`src/shared/wpot_consts.svh`:
```
/*
  constants for the two-wire wiper register slave: direction bit, address, reset value, bit counts.
  assumes nothing beyond being included by bare name.
*/
`ifndef WPOT_CONSTS_SVH
`define WPOT_CONSTS_SVH
`define WPOT_WIPER_RESET 8'h80
`define WPOT_WIPER_ADDR 8'h00
`define WPOT_WIPER_MIN 8'h00
`define WPOT_WIPER_MAX 8'hFF
`define WPOT_DIR_READ 1'b1
`define WPOT_LAST_BIT 3'h7
`define WPOT_BIT_ZERO 3'h0
`define WPOT_PWRUP_CYCLES 16'h0010
`endif

```
`src/shared/wpot_pkg.sv`:
```
/*
  types for the two-wire wiper register slave.
  assumes the constants header is compiled alongside.
*/
package wpot_pkg;
  typedef enum logic [2:0] {
    WPOT_IDLE,
    WPOT_ID,
    WPOT_ADDR,
    WPOT_WDATA,
    WPOT_RDATA,
    WPOT_RACK
  } wpot_state_e;
endpackage : wpot_pkg

```
`src/wpot_slave.sv`:
```
/*
  two-wire bus slave holding one 8-bit volatile wiper position register that picks the tap
  of a resistor string; the tap select is a one-hot vector from low_terminal to high_terminal.
  assumes an external master drives scl, an open-drain data line with pull-up, and clk_i much
  faster than scl (50 MHz against a bench scl period of 160 ns).
*/
// Functional notes
// - one 8-bit volatile wiper position register alone chooses the tap.
// - value 00h selects the tap nearest the low terminal.
// - value FFh selects the tap nearest the high terminal.
// - each increment moves the tap one step toward the high terminal.
// - the register starts at 80h after power-up.
// - address byte 00h reaches the register; all transfers target it.
// - device is slave only; master starts transfers and drives the clock.
// - bytes travel most significant bit first.
// - data changes only while clock low; high-clock changes mean start or stop.
// - data pin is released after power-up.
// - everything is ignored until a start is seen.
// - a start during power-up is disregarded.
// - stop ends every operation and returns the device to standby.
// - transmitter releases data after eight bits; receiver acknowledges on ninth.
// - device acknowledges valid identifier, address, and write data bytes.
// - identifier is seven fixed bits plus direction bit, 1 read, 0 write.
// - write data shifts in and loads on the falling clock of its last bit.
// - register loads only with valid id, valid address, right pulse count.
// - device keeps sending while master acknowledges each byte; stop ends it.
`timescale 1ns/10ps
`include "wpot_consts.svh"
module wpot_slave #(
  parameter logic [6:0] DEV_ID = 7'h3A, // device identifier, value arbitrary
  parameter int PWRUP_CYCLES = `WPOT_PWRUP_CYCLES // power-up hold-off length
) (
  input wire logic clk_i, // system clock, 50 MHz
  input wire logic rst_b_i, // synchronous reset, active low
  input wire logic scl_i, // serial clock from master
  input wire logic sda_i, // serial data line level
  output logic sda_o, // serial data drive value, always low
  output logic sda_oe_b_o, // low while the device pulls data low
  output logic [7:0] wiper_position_o, // wiper position register
  output logic [255:0] tap_sel_o // one-hot tap, bit 0 nearest low terminal
);
  // synchronised bus lines: first stage, second stage, one more for edge finding
  logic scl_m_q, scl_s_q, scl_p_q;
  logic sda_m_q, sda_s_q, sda_p_q;
  // power-up hold-off
  logic [15:0] pwr_cnt_q;
  logic pwr_ok;
  // line events; a bit fall is a clock fall that belongs to a data or acknowledge bit
  logic scl_rise, scl_fall, start_ev, stop_ev;
  logic pulse_seen_q;
  logic bit_fall;
  // protocol state
  wpot_pkg::wpot_state_e state_q;
  logic [2:0] bit_q;
  logic ack_phase_q;
  logic [7:0] shift_q;
  logic [7:0] tx_q;
  logic addr_ok_q;
  logic drive_q;
  // the wiper register itself
  logic [7:0] wiper_q;
  logic [7:0] rx_byte;

  // identifier compare; the state decision and the acknowledge drive share it
  // so they can never disagree about whether a byte was ours
  function automatic logic id_match(input logic [7:0] byte_v);
    id_match = (byte_v[7:1] == DEV_ID);
  endfunction : id_match

  // address compare; the wiper register is the only location
  function automatic logic addr_match(input logic [7:0] byte_v);
    addr_match = (byte_v == `WPOT_WIPER_ADDR);
  endfunction : addr_match

  // the counted fall that closes the eighth bit of a byte
  function automatic logic last_bit_fall(input logic fall_v, input logic ack_v, input logic [2:0] bit_v);
    last_bit_fall = fall_v && !ack_v && (bit_v == `WPOT_LAST_BIT);
  endfunction : last_bit_fall

  // two-stage synchronisers, then a third stage for edge finding
  // reset to the idle-high bus level so no false edge is seen as reset ends
  always_ff @(posedge clk_i)
  begin
    if (!rst_b_i)
    begin
      scl_m_q <= 1'b1;
      scl_s_q <= 1'b1;
      scl_p_q <= 1'b1;
      sda_m_q <= 1'b1;
      sda_s_q <= 1'b1;
      sda_p_q <= 1'b1;
    end
    else
    begin
      scl_m_q <= scl_i;
      scl_s_q <= scl_m_q;
      scl_p_q <= scl_s_q;
      sda_m_q <= sda_i;
      sda_s_q <= sda_m_q;
      sda_p_q <= sda_s_q;
    end
  end

  // power-up hold-off counter
  // counts up once after reset, then holds; starts are dropped until it saturates
  always_ff @(posedge clk_i)
  begin
    if (!rst_b_i)
      pwr_cnt_q <= 16'h0000;
    else if (!pwr_ok)
      pwr_cnt_q <= pwr_cnt_q + 16'h0001;
  end
  assign pwr_ok = (pwr_cnt_q >= 16'(PWRUP_CYCLES));

  // line event decode
  // a data change with clock high is only ever start or stop, never data
  assign scl_rise = scl_s_q & ~scl_p_q;
  assign scl_fall = ~scl_s_q & scl_p_q;
  assign start_ev = pwr_ok & scl_s_q & scl_p_q & sda_p_q & ~sda_s_q;
  assign stop_ev = scl_s_q & scl_p_q & ~sda_p_q & sda_s_q;
  // incoming byte, msb first, completed by the bit sampled now
  assign rx_byte = {shift_q[6:0], sda_s_q};

  // the master's clock fall that closes a start is not a data bit
  // a clock rise must follow each start before falls are counted; otherwise the
  // first byte would close one bit early
  always_ff @(posedge clk_i)
  begin
    if (!rst_b_i)
      pulse_seen_q <= 1'b0;
    else if (start_ev)
      pulse_seen_q <= 1'b0;
    else if (scl_rise)
      pulse_seen_q <= 1'b1;
  end
  assign bit_fall = scl_fall & pulse_seen_q;

  // protocol state machine
  always_ff @(posedge clk_i)
  begin
    if (!rst_b_i)
    begin
      state_q <= wpot_pkg::WPOT_IDLE;
      bit_q <= `WPOT_BIT_ZERO;
      ack_phase_q <= 1'b0;
      shift_q <= `WPOT_WIPER_MIN;
      addr_ok_q <= 1'b0;
    end
    // stop returns to standby and drops any partial write
    else if (stop_ev)
    begin
      state_q <= wpot_pkg::WPOT_IDLE;
      ack_phase_q <= 1'b0;
      addr_ok_q <= 1'b0;
    end
    // start or repeated start begins an identifier byte
    else if (start_ev)
    begin
      state_q <= wpot_pkg::WPOT_ID;
      bit_q <= `WPOT_BIT_ZERO;
      ack_phase_q <= 1'b0;
    end
    else if (scl_rise && !ack_phase_q && state_q != wpot_pkg::WPOT_IDLE && state_q != wpot_pkg::WPOT_RACK)
    begin
      shift_q <= rx_byte;
    end
    else if (bit_fall && state_q != wpot_pkg::WPOT_IDLE)
    begin
      if (ack_phase_q)
      begin
        // end of ninth clock: move to next byte
        ack_phase_q <= 1'b0;
        bit_q <= `WPOT_BIT_ZERO;
        case (state_q)
          wpot_pkg::WPOT_ID:
            // direction bit picks read or address phase
            state_q <= (shift_q[0] == `WPOT_DIR_READ) ? wpot_pkg::WPOT_RDATA : wpot_pkg::WPOT_ADDR;
          wpot_pkg::WPOT_ADDR:
            state_q <= wpot_pkg::WPOT_WDATA;
          // further bytes of a write are acknowledged and each one loads the register
          wpot_pkg::WPOT_WDATA:
            state_q <= wpot_pkg::WPOT_WDATA;
          default:
            state_q <= wpot_pkg::WPOT_IDLE;
        endcase
      end
      else if (state_q == wpot_pkg::WPOT_RACK)
      begin
        // third sync stage still holds the master's ninth-bit answer: low continues the read
        state_q <= sda_p_q ? wpot_pkg::WPOT_IDLE : wpot_pkg::WPOT_RDATA;
        bit_q <= `WPOT_BIT_ZERO;
      end
      else if (bit_q == `WPOT_LAST_BIT)
      begin
        bit_q <= `WPOT_BIT_ZERO;
        case (state_q)
          // wrong identifier: no acknowledge, idle until next start
          wpot_pkg::WPOT_ID:
            if (id_match(shift_q))
              ack_phase_q <= 1'b1;
            else
              state_q <= wpot_pkg::WPOT_IDLE;
          wpot_pkg::WPOT_ADDR:
          begin
            addr_ok_q <= addr_match(shift_q);
            if (addr_match(shift_q))
              ack_phase_q <= 1'b1;
            else
              state_q <= wpot_pkg::WPOT_IDLE;
          end
          wpot_pkg::WPOT_WDATA:
            ack_phase_q <= 1'b1;
          // after eight bits sent, release and wait for master answer
          default:
            state_q <= wpot_pkg::WPOT_RACK;
        endcase
      end
      else
        bit_q <= bit_q + 3'h1;
    end
  end

  // load on the falling clock after the eighth data bit, only after checks
  always_ff @(posedge clk_i)
  begin
    if (!rst_b_i)
      wiper_q <= `WPOT_WIPER_RESET;
    else if (last_bit_fall(bit_fall, ack_phase_q, bit_q) && !stop_ev && !start_ev
             && state_q == wpot_pkg::WPOT_WDATA && addr_ok_q)
      wiper_q <= shift_q;
  end

  // read shift register: load at start of each read byte, shift on each falling clock
  // msb goes out first
  always_ff @(posedge clk_i)
  begin
    if (!rst_b_i)
      tx_q <= `WPOT_WIPER_MIN;
    else if (scl_fall && ack_phase_q && state_q == wpot_pkg::WPOT_ID)
      tx_q <= wiper_q;
    else if (scl_fall && state_q == wpot_pkg::WPOT_RACK)
      tx_q <= wiper_q;
    else if (scl_fall && state_q == wpot_pkg::WPOT_RDATA && !ack_phase_q)
      tx_q <= {tx_q[6:0], 1'b0};
  end

  // data line drive, changed just after a falling clock, or cleared by a start or stop
  // released from reset; ack pulls low; only ever a slave drive
  always_ff @(posedge clk_i)
  begin
    if (!rst_b_i)
      drive_q <= 1'b0;
    else if (stop_ev || start_ev)
      drive_q <= 1'b0;
    // counted falls only, so the drive settles well before the master's next rise samples it
    else if (bit_fall)
    begin
      if (last_bit_fall(bit_fall, ack_phase_q, bit_q) && state_q == wpot_pkg::WPOT_ID)
        drive_q <= id_match(shift_q);
      else if (last_bit_fall(bit_fall, ack_phase_q, bit_q) && state_q == wpot_pkg::WPOT_ADDR)
        drive_q <= addr_match(shift_q);
      // every write data byte is acknowledged
      else if (last_bit_fall(bit_fall, ack_phase_q, bit_q) && state_q == wpot_pkg::WPOT_WDATA)
        drive_q <= 1'b1;
      // released in the ninth cycle of a read byte
      else if (last_bit_fall(bit_fall, ack_phase_q, bit_q) && state_q == wpot_pkg::WPOT_RDATA)
        drive_q <= 1'b0;
      // msb of the first read byte, right after the identifier acknowledge
      else if (ack_phase_q && state_q == wpot_pkg::WPOT_ID && shift_q[0] == `WPOT_DIR_READ)
        drive_q <= ~wiper_q[7];
      // master acked: first bit of the next byte
      else if (state_q == wpot_pkg::WPOT_RACK)
        drive_q <= ~sda_p_q & ~wiper_q[7];
      // remaining read bits; tx_q shifts at this same edge, so bit 6 is the next one out
      else if (state_q == wpot_pkg::WPOT_RDATA && !ack_phase_q)
        drive_q <= ~tx_q[6];
      else
        drive_q <= 1'b0;
    end
  end

  assign sda_o = 1'b0;
  assign sda_oe_b_o = ~drive_q;
  assign wiper_position_o = wiper_q;

  // tap decode: 00h lowest tap, FFh highest, one step per count
  // a one-hot select cannot skip or double a tap, so monotonic motion follows from the index
  always_comb
  begin
    tap_sel_o = 256'h0;
    tap_sel_o[wiper_q] = 1'b1;
  end
endmodule : wpot_slave

```
`config.mk`:
```
export PLATFORM = sky130hd
export DESIGN_NAME = wpot_slave
export DESIGN_NICKNAME = d
export VERILOG_FILES = /design/src/shared/wpot_pkg.sv /design/src/wpot_slave.sv
export VERILOG_INCLUDE_DIRS = /design/src /design/src/shared
export SDC_FILE = /design/constraint.sdc
export NUM_CORES = 1
export LEC_CHECK = 0
export CAP_MARGIN = 20
export CORE_AREA = 2 2 105 107
export CTS_CLUSTER_DIAMETER = 60
export CTS_CLUSTER_SIZE = 25
export DETAILED_ROUTE_END_ITERATION = 12
export DIE_AREA = 0 0 107 109
export DONT_BUFFER_PORTS = 1
export HOLD_SLACK_MARGIN = 0.02
export PLACE_DENSITY_LB_ADDON = 0.05
export SKIP_CTS_REPAIR_TIMING = 1
export SLEW_MARGIN = 25
export SYNTH_ARGS = -nofsm -noshare
export SYNTH_HDL_FRONTEND = slang
export SYNTH_SLANG_ARGS = --single-unit
```
`constraint.sdc`:
```
create_clock -name clk_i -period 1.65 [get_ports clk_i]
set_input_delay 0.165 -clock clk_i [delete_from_list [all_inputs] [get_ports clk_i]]
set_output_delay 0.165 -clock clk_i [all_outputs]
set_load 0.01 [all_outputs]
```
==> out/metrics.yaml <==
placed_design:
  placed_area_um2: 6180
  place_ws_ns: -0.00230
  post-dp-hpwl_um: 13200
  place_congestion: 0.867
  port_buffers: 0
clock_tree:
  cts_tree: "built"
  cts_max_level: 2
  cts_buffer_depth: 2
  clkLatencyLatePin_ns: 0.31
  cts_buffers: 5
  clock-root-buffer: "clkbuf_8"
  clkSinkCount: 55
  clk_pin_slew_worst_paths_ns: 0.11
status:
  status: "finished with violations"
  violations: "setup timing"
synth:
  synthArstFlopShare_pct: 0
  syn_area_um2: 3720
  yosys_warnings: 0
  synth-seq-area-share_pct: 29.6
  yosysTopAreaCellShare_pct: 29.6
  avgSynthCellArea_um2: 6.36
  synth-seq-cells: 55
  synth.net_count: 594
  ys_types: 50
  post-synth-top-area-cell: "dfxtp_1"
  synth.area.top_cells: "dfxtp_1, nor2_1, mux2i_1, clkbuf_1, nor2b_1"
  synth_flop_cell: "dfxtp_1"
  syn_inst: 586
  synth_edf_count: 0
routing:
  first_iter_violations: 387
  viasPerCell: 5.04
  ant_nets: 0
  vias: 5268
  wirelength_um: 18300
  firstDrtPassIters: 4
  wl_per_cell_um: 17.5
  drc: 0
worst_setup_path:
  worstPathCellList: "nor2b_4, buf_6, nand2_4, buf_12, nor2_1, buf_4"
  max_stage_delay_ns: 0.41
  cp-start-kind: "flip-flop"
  startpoint: "wiper_position_o[4]$_SDFFE_PN0P_"
  setup.worst_path.class: "reg2out"
  rr_startpoint: "bit_q[0]$_SDFFE_PN0P_"
  ff2ff_setup_slack_ns: 0.02
  reg2reg_depth: 7
  required_ns: 1.48
  worstReg2RegEnd: "state_q[1]$_SDFFE_PP0P_"
  cp-end-kind: "primary output"
  crit_fanout: 8
  arrival_ns: 1.58
  slowest_stage: "dfxtp_4"
hold_path:
  min_path_type: "in2reg"
  worstHoldPathCells: 2
  whs_endpoint: "bit_q[1]$_SDFFE_PN0P_"
  min-delay-start: "rst_b_i"
floorplan:
  dieArea_um2: 11700
  die_w_um: 107
  die_h_um: 109
  core_area_um2: 10600
  fp-row-count: 38
  pin_count: 270
  initial_utilization_pct: 35.1
finish:
  final_util_pct: 71.4
  n_fill_cell: 822
  final_common_cell: "buf_4"
  fin_nets: 912
  drive_gt1_share_pct: 56.5
  diodes: 0
  area_delta_synth_final_pct: 103
  fin_area_um2: 7570
  layout_common_cells: "buf_4, nor2_1, buf_6"
global_routing:
  first_global_vias: 4302
  grt_util_all_layers_pct: 26.4
  grt_pass1_wl_um: 24100
  grt_max_degree: 48
  antenna_found_initial: 0
  overflow: 0
sta:
  skew_ns: 0.00563
  fmax_mhz: 572
  rsz0062_at_grt: "true"
  fin_crit_sh_pct: 106
  layout_setup_ws_ns: -0.0997
  drv_slew: 0
  finalSetupViolCount: 212
  finalHoldViolations: 0
  relSlewSlack_pct: 63.3
  tightest_slew_ns: 0.543
  fin_crit_ns: 1.75
power_and_ir_drop:
  leakage_nw: 3.25
  pwr_density_cell_nw_per_um2: 296
  p_total_mw: 2.24
  ir_worst_vdd_mv: 0.563
flow_run:
  cap_violations: 0
## stage by stage
step | hold slack (ns) | std cells | setup TNS (ns)
floorplan | 0.266 | 586 | 0
global placement | 0.243 | 1007 | -0.121
detailed placement | 0.248 | 1007 | -0.00230
CTS | -0.0958 | 1015 | -49.06
global route | 0.0707 | 1045 | -23.93
finish | 0.0724 | 1045 | -6.29
## cell type report
| class | count | area (um^2) | share of cell area [%] |
|---|---|---|---|
| timing repair buffer | 361 | 3170 | 41.8 |
| clock inverter | 3 | 31.3 | 0.413 |
| inverter | 8 | 32.5 | 0.430 |
| sequential | 55 | 1140 | 15.0 |
| clock buffer | 5 | 68.8 | 0.909 |
| tap | 140 | 175 | 2.31 |
| multi-input combinational | 473 | 2960 | 39.1 |
## where the power goes
group          switching (mW)  internal, mW
registers              0.0152          1.33
logic                  0.0383        0.0405
clock network           0.490         0.327
total                   0.543          1.70
## metal layers
| metal | share of wire (%) | global-route usage, % | vias to the layer above |
|---|---|---|---|
| li1 | - | - | 2501 |
| met1 | 40 | 32.7 | 2527 |
| met2 | 52 | 47.1 | 195 |
| met3 | 5.5 | 3.41 | 45 |
| met4 | 3.1 | 9.37 | 0 |
| met5 | 0 | 0 | - |
## kinds of logic after synthesis
group | after synthesis | share of synthesized area (%)
and+or+nand+nor | 403 | 47.9
buffers and inverters | 58 | 6.92
DFF | 55 | 29.6
AOI/OAI and AO/OA | 43 | 8.40
muxes | 17 | 4.57
xor gates and xnor gates | 5 | 1.18
adders and majority gates | 4 | 1.34
other | 1 | 0.101
## worst max-delay path, delay by kind of cell (launching register included)
family | cells | cell delay, ns
buffers and inverters | 3 | 0.44
AND/OR/NAND/NOR | 3 | 0.42
flip-flops | 1 | 0.41
## worst max path at each step
stage                     cells after the start                 endpoint  slack [ns]
after detailed placement                      5  state_q[1]$_SDFFE_PP0P_      -0.002
final                                         6           tap_sel_o[147]        -0.1
after global placement                        6  state_q[2]$_SDFFE_PP0P_       -0.06
after CTS                                     5           tap_sel_o[189]       -0.31
after global routing                          6            tap_sel_o[17]       -0.16
after floorplan                               5           tap_sel_o[224]       0.008
## cells in the mapped netlist, types with 2 or more instances
cell,instances
nor2_1,269
dfxtp_1,55
clkbuf_1,44
nand2_1,38
nor2b_1,25
nand3_1,19
mux2i_1,17
and2_1,15
a21oi_1,12
nand2b_1,12
inv_1,7
a22oi_1,6
a21boi_0,5
nor4_1,5
ha_1,4
xnor2_1,4
a211oi_1,3
a31oi_1,3
buf_6,3
nand4_1,3
nor3_1,3
o21ai_0,3
buf_4,2
nor4b_1,2
o22ai_1,2
## flip-flops by register name, summed over array words and instances (netlist names), 3 cells and up
| name | cells |
|---|---|
| bit_q | 3 |
| pwr_cnt_q | 16 |
| shift_q | 8 |
| state_q | 3 |
| tx_q | 7 |
| wiper_position_o | 8 |
(Power assumes the default switching activity.)
